`src/amd_pkg.sv`:
```
// package: constants and types for the addressing mode decoder
// Notes on behaviour
// - The x_to_stack_pointer opcode loads the stack pointer with X minus one in three bus cycles.
// - The prebyted y_to_stack_pointer opcode loads the stack pointer with Y minus one in four bus cycles.
// - The wait_for_interrupt_op stacks for twelve cycles, idles until an interrupt, then takes two vector cycles.
// - Direct mode takes one address byte as the low byte with a zero high byte.
// - Indexed mode adds an unsigned offset byte to X or Y to form the effective_address.
// - A branch always adds the sign-extended offset to the following address, and loads the pc with the sum only when its condition holds.
// - Immediate operands follow the opcode, and a 16-bit one arrives high byte first.
// - Extended mode reads a 16-bit effective_address high byte first from the bytes after the opcode.
// - Certain first bytes are prebytes that move decode of the next opcode to pages two, three or four.
// - Inherent opcodes fetch no operand bytes and are one byte long, two with a prebyte.
// - Bit-manipulation opcodes use a mask whose set bits pick the operand bits affected.
package amd_pkg;
   localparam logic [7:0]  PRE_PAGE2   = 8'h18;
   localparam logic [7:0]  PRE_PAGE3   = 8'h1A;
   localparam logic [7:0]  PRE_PAGE4   = 8'hCD;
   localparam logic [7:0]  OP_TXS_TYS  = 8'h35;
   localparam logic [7:0]  OP_WAIT     = 8'h3E;
   localparam logic [15:0] PC_RESET    = 16'h0000;
   localparam logic [15:0] SP_RESET    = 16'h0000;
   localparam logic [3:0]  XFER_CYC_X  = 4'h3;
   localparam logic [3:0]  XFER_CYC_Y  = 4'h4;
   localparam logic [3:0]  WAIT_STACK  = 4'hC;
   localparam logic [3:0]  WAIT_VECTOR = 4'h2;
   localparam logic [15:0] WAIT_VEC_AD = 16'hFFF2;

   typedef enum logic [3:0] {
      AMD_INH = 4'h1,
      AMD_IMM = 4'h2,
      AMD_DIR = 4'h3,
      AMD_EXT = 4'h4,
      AMD_IDX = 4'h5,
      AMD_REL = 4'h6,
      AMD_BIT = 4'h7
   } amd_mode_t;
endpackage : amd_pkg

```
`src/amd_dec_if.sv`:
```
// interface: opcode to decode result between core and table
interface amd_dec_if;
   logic [1:0]         page;
   logic [7:0]         opcode;
   amd_pkg::amd_mode_t mode;
   logic               use_y;
   logic               imm16;
   logic               is_pre;
   logic               bit_op;
   logic               bit_branch;
   modport core (output page, output opcode, input mode, input use_y, input imm16, input is_pre,
                 input bit_op, input bit_branch);
   modport table_side (input page, input opcode, output mode, output use_y, output imm16, output is_pre,
                       output bit_op, output bit_branch);
endinterface : amd_dec_if

```
`src/amd_decode_table.sv`:
```
// module: combinational opcode page and addressing mode table
module amd_decode_table (
   amd_dec_if.table_side d
);
   logic [3:0] hi;
   logic [3:0] lo;
   assign hi = d.opcode[7:4];
   assign lo = d.opcode[3:0];

   // mode from column, page and prebyte detection
   always_comb begin
      d.mode       = amd_pkg::AMD_INH;
      d.use_y      = (d.page != 2'd0) && (d.page != 2'd2);
      d.imm16      = 1'b0;
      d.is_pre     = 1'b0;
      d.bit_op     = 1'b0;
      d.bit_branch = 1'b0;
      if (d.page == 2'd0 && (d.opcode == amd_pkg::PRE_PAGE2 || d.opcode == amd_pkg::PRE_PAGE3 ||
                             d.opcode == amd_pkg::PRE_PAGE4)) begin
         d.is_pre = 1'b1;
      end else if (hi == 4'h1 && lo >= 4'h2 && lo <= 4'h5 || hi == 4'h1 && lo >= 4'hC) begin
         d.bit_op     = 1'b1;
         d.bit_branch = (lo == 4'h2) || (lo == 4'h3) || (lo >= 4'hE);
         d.mode       = (lo == 4'h2 || lo == 4'h3 || lo == 4'h4 || lo == 4'h5) ? amd_pkg::AMD_DIR
                                                                              : amd_pkg::AMD_IDX;
      end else if (hi == 4'h2 || d.opcode == 8'h8D) begin
         d.mode = amd_pkg::AMD_REL;
      end else if (hi == 4'h6 || hi == 4'hA || hi == 4'hE) begin
         d.mode = amd_pkg::AMD_IDX;
      end else if (hi == 4'h7 || hi == 4'hB || hi == 4'hF) begin
         d.mode = amd_pkg::AMD_EXT;
      end else if (hi == 4'h9 || hi == 4'hD) begin
         d.mode = amd_pkg::AMD_DIR;
      end else if ((hi == 4'h8 || hi == 4'hC) && lo != 4'hF && d.opcode != 8'hCD) begin
         d.mode  = amd_pkg::AMD_IMM;
         d.imm16 = (lo == 4'h3) || (lo == 4'hC) || (lo == 4'hE);
      end
   end
endmodule : amd_decode_table

```
`src/amd_core.sv`:
```
// module: instruction fetch, addressing mode sequencing and stack transfers
module amd_core #(
   parameter int unsigned FETCH_LAT = 1
) (
   input  wire logic        i_sys_clk,
   input  wire logic        i_resetn,
   input  wire logic [7:0]  i_rdata,
   input  wire logic [15:0] i_x_reg,
   input  wire logic [15:0] i_y_reg,
   input  wire logic        i_irq,
   input  wire logic        i_branch_taken,
   output logic      [15:0] o_addr,
   output logic             o_fetch,
   output logic      [15:0] o_pc,
   output logic      [15:0] o_sp,
   output logic      [15:0] o_effective_address,
   output logic      [15:0] o_operand,
   output logic      [7:0]  o_mask,
   output logic      [3:0]  o_mode,
   output logic             o_done,
   output logic             o_waiting
);
   typedef enum logic [7:0] {
      ST_OPC  = 8'h01,
      ST_OPR1 = 8'h02,
      ST_OPR2 = 8'h04,
      ST_MASK = 8'h08,
      ST_REL  = 8'h10,
      ST_EXEC = 8'h20,
      ST_IDLE = 8'h40,
      ST_VEC  = 8'h80
   } amd_state_t;

   amd_dec_if dec ();
   amd_decode_table u_table (.d(dec));

   amd_state_t         st_q, st_d;
   logic [1:0]         page_q, page_d;
   logic [7:0]         opc_q, opc_d;
   logic [15:0]        pc_q, pc_d, sp_q, sp_d, ea_q, ea_d, opr_q, opr_d, addr_q, addr_d;
   logic [7:0]         mask_q, mask_d;
   logic [3:0]         cnt_q, cnt_d, mode_q, mode_d;
   logic               done_q, done_d, wait_q, wait_d;
   logic [15:0]        next_pc;

   assign dec.page   = page_q;
   assign dec.opcode = opc_q;
   assign next_pc    = pc_q + 16'h0001;

   // next state: one byte per fetch cycle, pc steps per byte
   always_comb begin
      st_d   = st_q;
      page_d = page_q;
      opc_d  = opc_q;
      pc_d   = pc_q;
      sp_d   = sp_q;
      ea_d   = ea_q;
      opr_d  = opr_q;
      mask_d = mask_q;
      cnt_d  = cnt_q;
      mode_d = mode_q;
      addr_d = addr_q;
      done_d = 1'b0;
      wait_d = wait_q;
      case (st_q)
         ST_OPC: begin
            opc_d  = i_rdata;
            pc_d   = next_pc;
            addr_d = next_pc;
            cnt_d  = (page_q == 2'd0) ? 4'h1 : cnt_q + 4'h1; // prebyte cycles count toward the total
            st_d   = ST_EXEC;
         end
         ST_EXEC: begin
            mode_d = dec.mode;
            cnt_d  = cnt_q + 4'h1;
            if (dec.is_pre) begin
               page_d = (opc_q == amd_pkg::PRE_PAGE2) ? 2'd1 : (opc_q == amd_pkg::PRE_PAGE3) ? 2'd2 : 2'd3;
               st_d   = ST_OPC;
            end else if (page_q == 2'd0 && opc_q == amd_pkg::OP_WAIT) begin
               if (cnt_q + 4'h1 >= amd_pkg::WAIT_STACK) begin
                  st_d   = ST_IDLE;
                  wait_d = 1'b1;
               end
            end else if (opc_q == amd_pkg::OP_TXS_TYS && (page_q == 2'd0 || page_q == 2'd1)) begin
               if (cnt_q + 4'h1 >= ((page_q == 2'd1) ? amd_pkg::XFER_CYC_Y : amd_pkg::XFER_CYC_X)) begin
                  sp_d   = ((page_q == 2'd1) ? i_y_reg : i_x_reg) - 16'h0001;
                  done_d = 1'b1;
                  page_d = 2'd0;
                  st_d   = ST_OPC;
               end
            end else if (dec.mode == amd_pkg::AMD_INH) begin
               done_d = 1'b1;
               page_d = 2'd0;
               st_d   = ST_OPC;
            end else begin
               st_d = ST_OPR1;
            end
         end
         ST_OPR1: begin
            pc_d   = next_pc;
            addr_d = next_pc;
            opr_d  = {8'h00, i_rdata};
            case (dec.mode)
               amd_pkg::AMD_DIR: ea_d = {8'h00, i_rdata};
               amd_pkg::AMD_IDX: ea_d = (dec.use_y ? i_y_reg : i_x_reg) + {8'h00, i_rdata};
               amd_pkg::AMD_EXT: ea_d = {i_rdata, 8'h00};
               amd_pkg::AMD_REL: ea_d = next_pc + {{8{i_rdata[7]}}, i_rdata};
               default: ea_d = ea_q;
            endcase
            if (dec.mode == amd_pkg::AMD_EXT || (dec.mode == amd_pkg::AMD_IMM && dec.imm16)) begin
               st_d = ST_OPR2;
            end else if (dec.mode == amd_pkg::AMD_REL) begin
               st_d = ST_REL;
            end else if (dec.bit_op) begin
               st_d = ST_MASK;
            end else begin
               done_d = 1'b1;
               page_d = 2'd0;
               st_d   = ST_OPC;
            end
         end
         ST_OPR2: begin
            pc_d   = next_pc;
            addr_d = next_pc;
            if (dec.mode == amd_pkg::AMD_EXT) begin
               ea_d = {ea_q[15:8], i_rdata};
            end else begin
               opr_d = {opr_q[7:0], i_rdata};
            end
            done_d = 1'b1;
            page_d = 2'd0;
            st_d   = ST_OPC;
         end
         ST_MASK: begin
            pc_d   = next_pc;
            addr_d = next_pc;
            mask_d = i_rdata;
            if (dec.bit_branch) begin
               st_d = ST_REL;
               mode_d = amd_pkg::AMD_REL;
            end else begin
               done_d = 1'b1;
               page_d = 2'd0;
               st_d   = ST_OPC;
            end
         end
         ST_REL: begin
            if (dec.bit_branch && mode_q == amd_pkg::AMD_REL) begin
               pc_d = next_pc; // offset byte after the mask
               ea_d = next_pc + {{8{i_rdata[7]}}, i_rdata};
               pc_d = i_branch_taken ? next_pc + {{8{i_rdata[7]}}, i_rdata} : next_pc;
            end else begin
               pc_d = i_branch_taken ? ea_q : pc_q;
            end
            addr_d = pc_d;
            done_d = 1'b1;
            page_d = 2'd0;
            st_d   = ST_OPC;
         end
         ST_IDLE: begin
            if (i_irq) begin
               wait_d = 1'b0;
               cnt_d  = 4'h0;
               addr_d = amd_pkg::WAIT_VEC_AD;
               st_d   = ST_VEC;
            end
         end
         ST_VEC: begin
            cnt_d  = cnt_q + 4'h1;
            addr_d = amd_pkg::WAIT_VEC_AD + 16'h0001;
            if (cnt_q[1:0] == 2'(amd_pkg::WAIT_VECTOR - 4'h1)) begin
               pc_d   = {opr_q[7:0], i_rdata};
               addr_d = {opr_q[7:0], i_rdata};
               done_d = 1'b1;
               st_d   = ST_OPC;
            end else begin
               opr_d = {8'h00, i_rdata};
            end
         end
         default: st_d = ST_OPC;
      endcase
   end

   // state registers
   always_ff @(posedge i_sys_clk or negedge i_resetn) begin
      if (!i_resetn) begin
         st_q   <= ST_OPC;
         page_q <= 2'd0;
         opc_q  <= 8'h00;
         pc_q   <= amd_pkg::PC_RESET;
         sp_q   <= amd_pkg::SP_RESET;
         ea_q   <= 16'h0000;
         opr_q  <= 16'h0000;
         mask_q <= 8'h00;
         cnt_q  <= 4'h0;
         mode_q <= 4'h0;
         addr_q <= amd_pkg::PC_RESET;
         done_q <= 1'b0;
         wait_q <= 1'b0;
      end else begin
         st_q   <= st_d;
         page_q <= page_d;
         opc_q  <= opc_d;
         pc_q   <= pc_d;
         sp_q   <= sp_d;
         ea_q   <= ea_d;
         opr_q  <= opr_d;
         mask_q <= mask_d;
         cnt_q  <= cnt_d;
         mode_q <= mode_d;
         addr_q <= addr_d;
         done_q <= done_d;
         wait_q <= wait_d;
      end
   end

   assign o_addr              = addr_q;
   assign o_fetch             = 1'b1;
   assign o_pc                = pc_q;
   assign o_sp                = sp_q;
   assign o_effective_address = ea_q;
   assign o_operand           = opr_q;
   assign o_mask              = mask_q;
   assign o_mode              = mode_q;
   assign o_done              = done_q;
   assign o_waiting           = wait_q;
endmodule : amd_core

```
`config.mk`:
```
export PLATFORM = sky130hd
export DESIGN_NAME = amd_core
export DESIGN_NICKNAME = d
export VERILOG_FILES = /design/src/amd_pkg.sv /design/src/amd_dec_if.sv /design/src/amd_decode_table.sv /design/src/amd_core.sv
export SDC_FILE = /design/constraint.sdc
export NUM_CORES = 1
export LEC_CHECK = 0
export BUFFER_PORTS_ARGS = -buffer_cell sky130_fd_sc_hd__buf_2
export CAP_MARGIN = 20
export CORE_AREA = 2 2 156 158
export DETAILED_ROUTE_END_ITERATION = 12
export DIE_AREA = 0 0 158 160
export PLACE_DENSITY = 0.59
export SLEW_MARGIN = 40
export SYNTH_ARGS = -nofsm -noshare
export SYNTH_HDL_FRONTEND = slang
export SYNTH_HIERARCHICAL = 1
export SYNTH_SLANG_ARGS = --single-unit
```
`constraint.sdc`:
```
create_clock -name i_sys_clk -period 3.8 [get_ports i_sys_clk]
set_clock_uncertainty 0.2 [all_clocks]
set_input_delay 0.76 -clock i_sys_clk [delete_from_list [all_inputs] [get_ports i_sys_clk]]
set_output_delay 0.76 -clock i_sys_clk [all_outputs]
set_load 0.005 [all_outputs]
```
==> run_results.csv, run 1 <==
group,metric,value,unit
outcome,status,"finished clean",
global_routing,antenna_found_initial,0,
synth,netlist_area,0.009315,sq mm
synth,synth_compound_area_share,23.18,%
sta,rsz0062_at_grt,"false",
setup_path,reg2regPathDepth,13,
hold_path,hold_class,"in2async",
floorplan,ioPinCount,139,
setup_path,path_delay_family,"compound AO/OA/AOI/OAI gates",
floorplan,die_x,158,um
drt,routedWlPerCell,20.76,um
drt,num_vias,9252,
clock_network,clock_sinks,116,
setup_path,max_stage_delay,0.49,ns
setup_path,r2r_slack,0.12,ns
sta,finalMaxSlewViolations,0,
placed_design,placed_area,0.01056,sq mm
placed_design,place_congestion,0.9540,
setup_path,cp.required,3.91,ns
synth,synth_top_family_by_area,"compound AO/OA/AOI/OAI gates",
global_routing,grt_pass1_wl,51980,um
floorplan,die_y,160,um
cells_and_area,area_growth,20.09,%
clock_network,clock-root-buffer,"clkbuf_16",
drt,first_pass_iters,5,
cells_and_area,n_antenna_cell,0,
power_and_ir_drop,p_leak,4.927,nW
sta,hold_viol_final,0,
drt,vias_per_cell,5.793,
setup_path,worstSetupStartpointType,"flip-flop",
drt,drtIter0Drc,969,
cells_and_area,final_layout_size_suffix_gt1_share,25.45,%
synth,ys_ff_latch,116,
sta,relSlewSlack,43.77,%
synth,ys_warn_count,6,
power_and_ir_drop,p_total,7.408,mW
synth,ys.flop_type,"dfrtp_1",
clock_network,clkLatencyLatePin,0.43,ns
drt,drt-total-wl,33150,um
drt,ant_nets,0,
clock_network,cts_buffers,17,
placed_design,port_buffers,137,
sta,finalSetupViolations,0,
synth,synthAdderAreaFrac,4.862,%
floorplan,fp-row-count,57,
power_and_ir_drop,p_per_area,662.2,mW/mm^2
setup_path,cp_num_buf_inv,1,
run,cap_viol_max_count,0,
drt,drcViolationCount,0,
synth,ys_seq_area_share,31.18,%
floorplan,initial_core_util,39.11,%
synth,yosys.cell_types.count,104,
setup_path,crit_type,"reg2reg",
setup_path,cp_max_fo,6,
setup_path,cp.depth,13,
global_routing,grt_usage,26.84,%
cells_and_area,nets,1340,
synth,synthCells,1103,
floorplan,die_area,0.02528,sq mm
global_routing,grt_remaining_overflow,0,
sta,fmax,271.6,MHz
synth,synth_edf_count,0,
clock_network,cts_tree,"done",
clock_network,cts_setup_buffers,0,
setup_path,crit_arrival,3.79,ns
global_routing,grt_pass1_vias,8887,
floorplan,core_area,0.02382,sq mm
synth,synth-async-reset-ratio,100.0,%
global_routing,grtUsageMet2,39.72,%
setup_path,path_cells,"ha_1 -> buf_4 -> nand3_1 -> xnor2_1 -> ha_1 -> o211ai_1 -> a21oi_1 -> o41a_1 -> xor2_1 -> mux2_2 -> o21ai_1 -> o221ai_1 -> a22o_1",
sta,tns,0,ns
synth,synthSimpleGateAreaFrac,23.17,%
synth,synth-xor-area-share,6.394,%
global_routing,grt_max_degree,53,
sta,fin_crit_sh,96.89,%
placed_design,hpwl,25100,um
clock_network,htreeDepth,4,
setup_path,path_common_cell,"ha_1",
clock_network,clk_pin_slew,0.06,ns
global_routing,grt_busiest_layer,"met2",
setup_path,slowest_stage,"o41a_1",
global_routing,grtUsageMet3,5.753,%
global_routing,use_met1,38.09,%
clock_network,cts_max_path_buffers,2,
setup_path,worst_setup_path_end_kind,"flip-flop",
sta,tightest_slew,0.8415,ns
synth,synth_area_per_cell,8.445,sq um
power_and_ir_drop,vdd_drop_max,0.3369,mV
sta,finalCriticalPeriod,3.682,ns
cells_and_area,design_area,0.01119,sq mm
synth,synth_nets,1182,
synth,synth_mux_area_share,6.501,%
-- per-stage QoR --
step,worst slack (ns),std cells,hold slack [ns],utilization (%)
after detailed placement,0.07647,1566,0.2529,44.34
after global routing,0.01971,1597,0.1765,46.96
after floorplan,0.01874,1103,0.2597,-
final,0.1182,1597,0.1319,46.96
after global placement,0.2001,1565,0.2516,44.30
after CTS,0.05100,1597,0.1496,46.76
-- worst register-to-register path: stages (launching register included) --
cell and delay [ns]:
dfrtp_1 0.36, ha_1 0.17, buf_4 0.13, nand3_1 0.16, xnor2_1 0.36, ha_1 0.38, o211ai_1 0.13, a21oi_1 0.08
o41a_1 0.49, xor2_1 0.21, mux2_2 0.32, o21ai_1 0.17, o221ai_1 0.15, a22o_1 0.26
-- final cells by class --
type	instances	area, sq um
flip-flops and latches	116	2907
well taps	324	405.4
inverters	23	86.33
clock inverters	10	106.4
clock buffers	21	470.5
multi-input cells	903	6038
repair buffers	200	1174
fillers	2428	12630
-- metal layers --
layer	vias to the layer above	wire length [um]
li1	4353	-
met1	4389	14820
met2	442	14330
met3	68	2842
met4	0	1150
met5	-	0
-- cell usage after synthesis (7+ instances only) --
| library cell | count | area, sq um |
|---|---|---|
| nand2_1 | 172 | 645.6 |
| o31ai_1 | 12 | 90.09 |
| dfrtp_1 | 115 | 2878 |
| a31oi_1 | 13 | 81.33 |
| o21ai_0 | 86 | 430.4 |
| nand3_1 | 24 | 120.1 |
| o211ai_1 | 12 | 90.09 |
| o22ai_1 | 12 | 75.07 |
| a21o_1 | 10 | 75.07 |
| or3_1 | 15 | 93.84 |
| mux2i_1 | 23 | 230.2 |
| and3_1 | 13 | 81.33 |
| clkbuf_1 | 23 | 86.33 |
| nor3_1 | 22 | 110.1 |
| buf_4 | 7 | 52.55 |
| buf_2 | 22 | 110.1 |
| ha_1 | 33 | 412.9 |
| nor2_1 | 90 | 337.8 |
| a211oi_1 | 9 | 67.56 |
| nand4_1 | 11 | 68.82 |
| mux2_2 | 28 | 315.3 |
| xnor2_1 | 31 | 271.5 |
| a21oi_1 | 66 | 330.3 |
| nand2b_1 | 14 | 87.58 |
| xor2_1 | 37 | 324.1 |
| o21ai_2 | 17 | 148.9 |
| a221oi_1 | 9 | 78.83 |
| inv_1 | 22 | 82.58 |
-- placed cells by master (no fill, tap or decap), types with 8 or more instances in the layout --
| cell | instances |
|---|---|
| and3_1 | 13 |
| o21ai_0 | 85 |
| nand3_1 | 24 |
| or3_1 | 15 |
| inv_1 | 22 |
| ha_1 | 33 |
| o211ai_1 | 12 |
| nand2b_1 | 14 |
| a211oi_1 | 9 |
| nor2_1 | 90 |
| buf_2 | 136 |
| clkbuf_16 | 17 |
| o31ai_1 | 12 |
| xor2_1 | 37 |
| mux2_2 | 28 |
| a21o_1 | 10 |
| nand2_1 | 172 |
| o21ai_2 | 16 |
| buf_4 | 63 |
| nor3_1 | 21 |
| nand4_1 | 11 |
| a31oi_1 | 13 |
| a21oi_1 | 65 |
| o22ai_1 | 12 |
| mux2i_1 | 23 |
| a221oi_1 | 8 |
| xnor2_1 | 31 |
| dfrtp_1 | 113 |
-- state kept, by name, indices dropped and copies added (netlist names) --
register / flops
o_effective_address: 16
o_waiting: 1
o_addr: 16
st_q: 8
o_operand: 16
dec.page: 2
o_done: 1
o_mask: 8
cnt_q: 4
o_sp: 16
o_pc: 16
o_mode: 4
dec.opcode: 8
-- final timing paths --
check	from	end
worst max register to register	o_pc[0]	o_pc[8]
worst min-delay path	i_resetn	o_sp[0]
max in group asynchronous	i_resetn	o_pc[2]
worst max-delay path	o_pc[0]	o_pc[8]
min in group i_sys_clk	o_sp[14]	o_sp[14]
worst min register to register	o_sp[14]	o_sp[14]
-- cells by family (layout without fill, tap and decap cells) --
kind of cell               Yosys count  after routing
AOI/OAI and AO/OA                  320            320
xor gates and xnor gates            68             68
adders and majority gates           35             35
buffers and inverters               84            254
DFF                                116            116
muxes                               54             54
other                                2              2
and+or+nand+nor                    424            424
-- timing repair --
item	CTS	global route
endpoints found under the setup margin	0	23
hold buffers	0	0
resized for setup	0	9
-- power breakdown --
group | total [mW] | internal [mW] | switching, mW | leakage [nW]
Sequential | 2.07 | 1.59 | 0.478 | 1.34
Clock | 1.63 | 1.01 | 0.628 | 0.288
Combinational | 3.70 | 1.53 | 2.17 | 3.30
Note: power is estimated with default switching activity, not from simulation.
==> inputs of run 2 (changes only) <==
- SETUP_SLACK_MARGIN: not set -> 0.3
==> run_results.csv, run 2 (same netlist as run 1, synthesis figures left out) <==
group,metric,value,unit
outcome,status,"finished clean",
setup_path,reg2regPathDepth,15,
floorplan,die_area,0.02528,sq mm
floorplan,ioPinCount,139,
setup_path,worstSetupStartpointType,"flip-flop",
drt,first_pass_iters,6,
cells_and_area,nets,1365,
cells_and_area,area_growth,25.88,%
power_and_ir_drop,vdd_drop_max,0.3597,mV
setup_path,cp.depth,15,
setup_path,cp.required,3.92,ns
clock_network,clk_pin_slew,0.06,ns
floorplan,fp-row-count,57,
floorplan,initial_core_util,39.11,%
global_routing,grtUsageMet3,5.129,%
sta,finalCriticalPeriod,3.422,ns
run,cap_viol_max_count,0,
setup_path,slowest_stage,"dfrtp_2",
floorplan,die_x,158,um
global_routing,grt_max_degree,63,
sta,rsz0062_at_grt,"true",
drt,num_vias,9308,
cells_and_area,post-route-util,49.23,%
drt,drt-total-wl,33910,um
sta,fin_crit_sh,90.05,%
sta,finalSetupViolations,0,
sta,relSlewSlack,49.66,%
setup_path,crit_arrival,3.54,ns
cells_and_area,final_common_cell,"nand2_1",
sta,tightest_slew,0.7533,ns
placed_design,place_congestion,0.9187,
hold_path,hold_class,"in2async",
clock_network,clock_sinks,116,
drt,drtIter0Drc,950,
global_routing,grt_usage,26.92,%
global_routing,grt_busiest_layer,"met2",
sta,tns,0,ns
setup_path,crit_type,"reg2reg",
setup_path,crit_start,"o_pc[0]",
clock_network,cts_max_path_buffers,2,
setup_path,worstReg2RegStart,"o_pc[0]",
setup_path,r2r_end,"o_effective_address[10]",
setup_path,path_delay_family,"compound AO/OA/AOI/OAI gates",
sta,hold_viol_final,0,
cells_and_area,final_layout_size_suffix_gt1_share,29.95,%
clock_network,htreeDepth,4,
drt,routedWlPerCell,20.88,um
placed_design,hpwl,25290,um
setup_path,cp_num_buf_inv,3,
power_and_ir_drop,p_leak,5.141,nW
power_and_ir_drop,p_per_area,668.1,mW/mm^2
setup_path,path_cells,"ha_4 -> buf_4 -> nand3_1 -> xnor2_2 -> ha_1 -> o211ai_1 -> a21oi_1 -> o41a_1 -> buf_4 -> a21boi_0 -> xnor2_1 -> buf_4 -> a22oi_1 -> o21ai_0 -> a21o_1",
floorplan,core_area,0.02382,sq mm
sta,finalWorstSetupSlack,0.3782,ns
sta,fmax,292.2,MHz
drt,vias_per_cell,5.732,
global_routing,antenna_found_initial,0,
drt,ant_nets,0,
setup_path,cp_max_fo,4,
clock_network,clkLatencyLatePin,0.43,ns
global_routing,use_met1,38.34,%
global_routing,grt_pass1_wl,52270,um
setup_path,worst_setup_path_end_kind,"flip-flop",
placed_design,dp_slack,0.07468,ns
setup_path,endpoint,"o_effective_address[10]",
cells_and_area,final_cell_mix,"170 x nand2_1, 136 x buf_2, 109 x dfrtp_1",
setup_path,max_stage_delay,0.42,ns
clock_network,cts_buffers,17,
global_routing,grt_remaining_overflow,0,
placed_design,port_buffers,137,
global_routing,grtUsageMet2,41.54,%
floorplan,die_y,160,um
setup_path,path_common_cell,"buf_4",
sta,finalMaxSlewViolations,0,
drt,drcViolationCount,0,
global_routing,grt_pass1_vias,8804,
clock_network,clock-root-buffer,"clkbuf_16",
setup_path,r2r_slack,0.38,ns
clock_network,cts_tree,"done",
[run 2: cell count changes in the layout (fill, tap and decap cells not counted), moves of 4 or more]
cell,previous run,this run
dfrtp_1,113,109
clkinv_2,6,0
ha_1,33,28
dfrtp_2,2,6
xor2_2,0,8
clkinv_4,1,5
xor2_1,37,28
buf_4,63,86
[run 2: layer usage]
layer  vias up  share of wire [%]
met3        54                6.8
met5         -                  0
met4         0                2.1
li1       4397                  -
met2       382                 45
met1      4475                 46
[run 2: report_power, final]
part           total, mW  switching, mW  internal (mW)
sequential          2.08          0.485           1.60
combinational       3.95           2.25           1.70
clock               1.80          0.676           1.13
total               7.83           3.41           4.42
[run 2: area by class of cell]
cell class | count | area, sq um
diodes | 1 | 2.502
clock buffers | 19 | 442.9
clock inverters | 13 | 197.7
fillers | 2353 | 12090
inverters | 23 | 90.09
multi-input cells | 903 | 6299
flip-flops and latches | 116 | 2912
well taps | 324 | 405.4
repair buffers | 225 | 1378
[run 2: worst register-to-register path: cells and delay by family, from the launching register on]
kind | cells | cell delay [ns]
buffers and inverters | 3 | 0.45
AOI/OAI and AO/OA | 7 | 1.25
xor gates and xnor gates | 2 | 0.37
adders and majority gates | 2 | 0.48
and+or+nand+nor | 1 | 0.16
DFF | 1 | 0.42
[run 2: metrics by stage]
step | power [mW] | hold WS [ns] | cells | area, sq um
2_1_floorplan | 4.380 | 0.2597 | 1103 | 9346
3_3_place_gp | 5.763 | 0.2560 | 1571 | 10610
3_5_place_dp | 5.783 | 0.2575 | 1571 | 10630
4_1_cts | 7.657 | 0.1481 | 1608 | 11330
5_1_grt | 8.318 | 0.1632 | 1623 | 11720
6_report | 7.834 | 0.1196 | 1624 | 11730
[run 2: worst min-delay path by stage]
stage	startpoint	end	slack [ns]	cells past startpoint
final	i_resetn	o_sp[12]	0.12	1
after detailed placement	o_mask[0]	o_mask[0]	0.26	2
after CTS	i_resetn	o_sp[13]	0.15	1
after global placement	o_operand[15]	o_operand[15]	0.26	2
after global routing	i_resetn	o_sp[13]	0.16	1
after floorplan	i_resetn	cnt_q[0]	0.26	0
[run 2: what timing repair did]
action	in CTS	in global routing
setup buffers	5	15
hold buffers	0	0
endpoints found under the setup margin	16	35
pin swaps	1	17
gates resized for setup	7	53
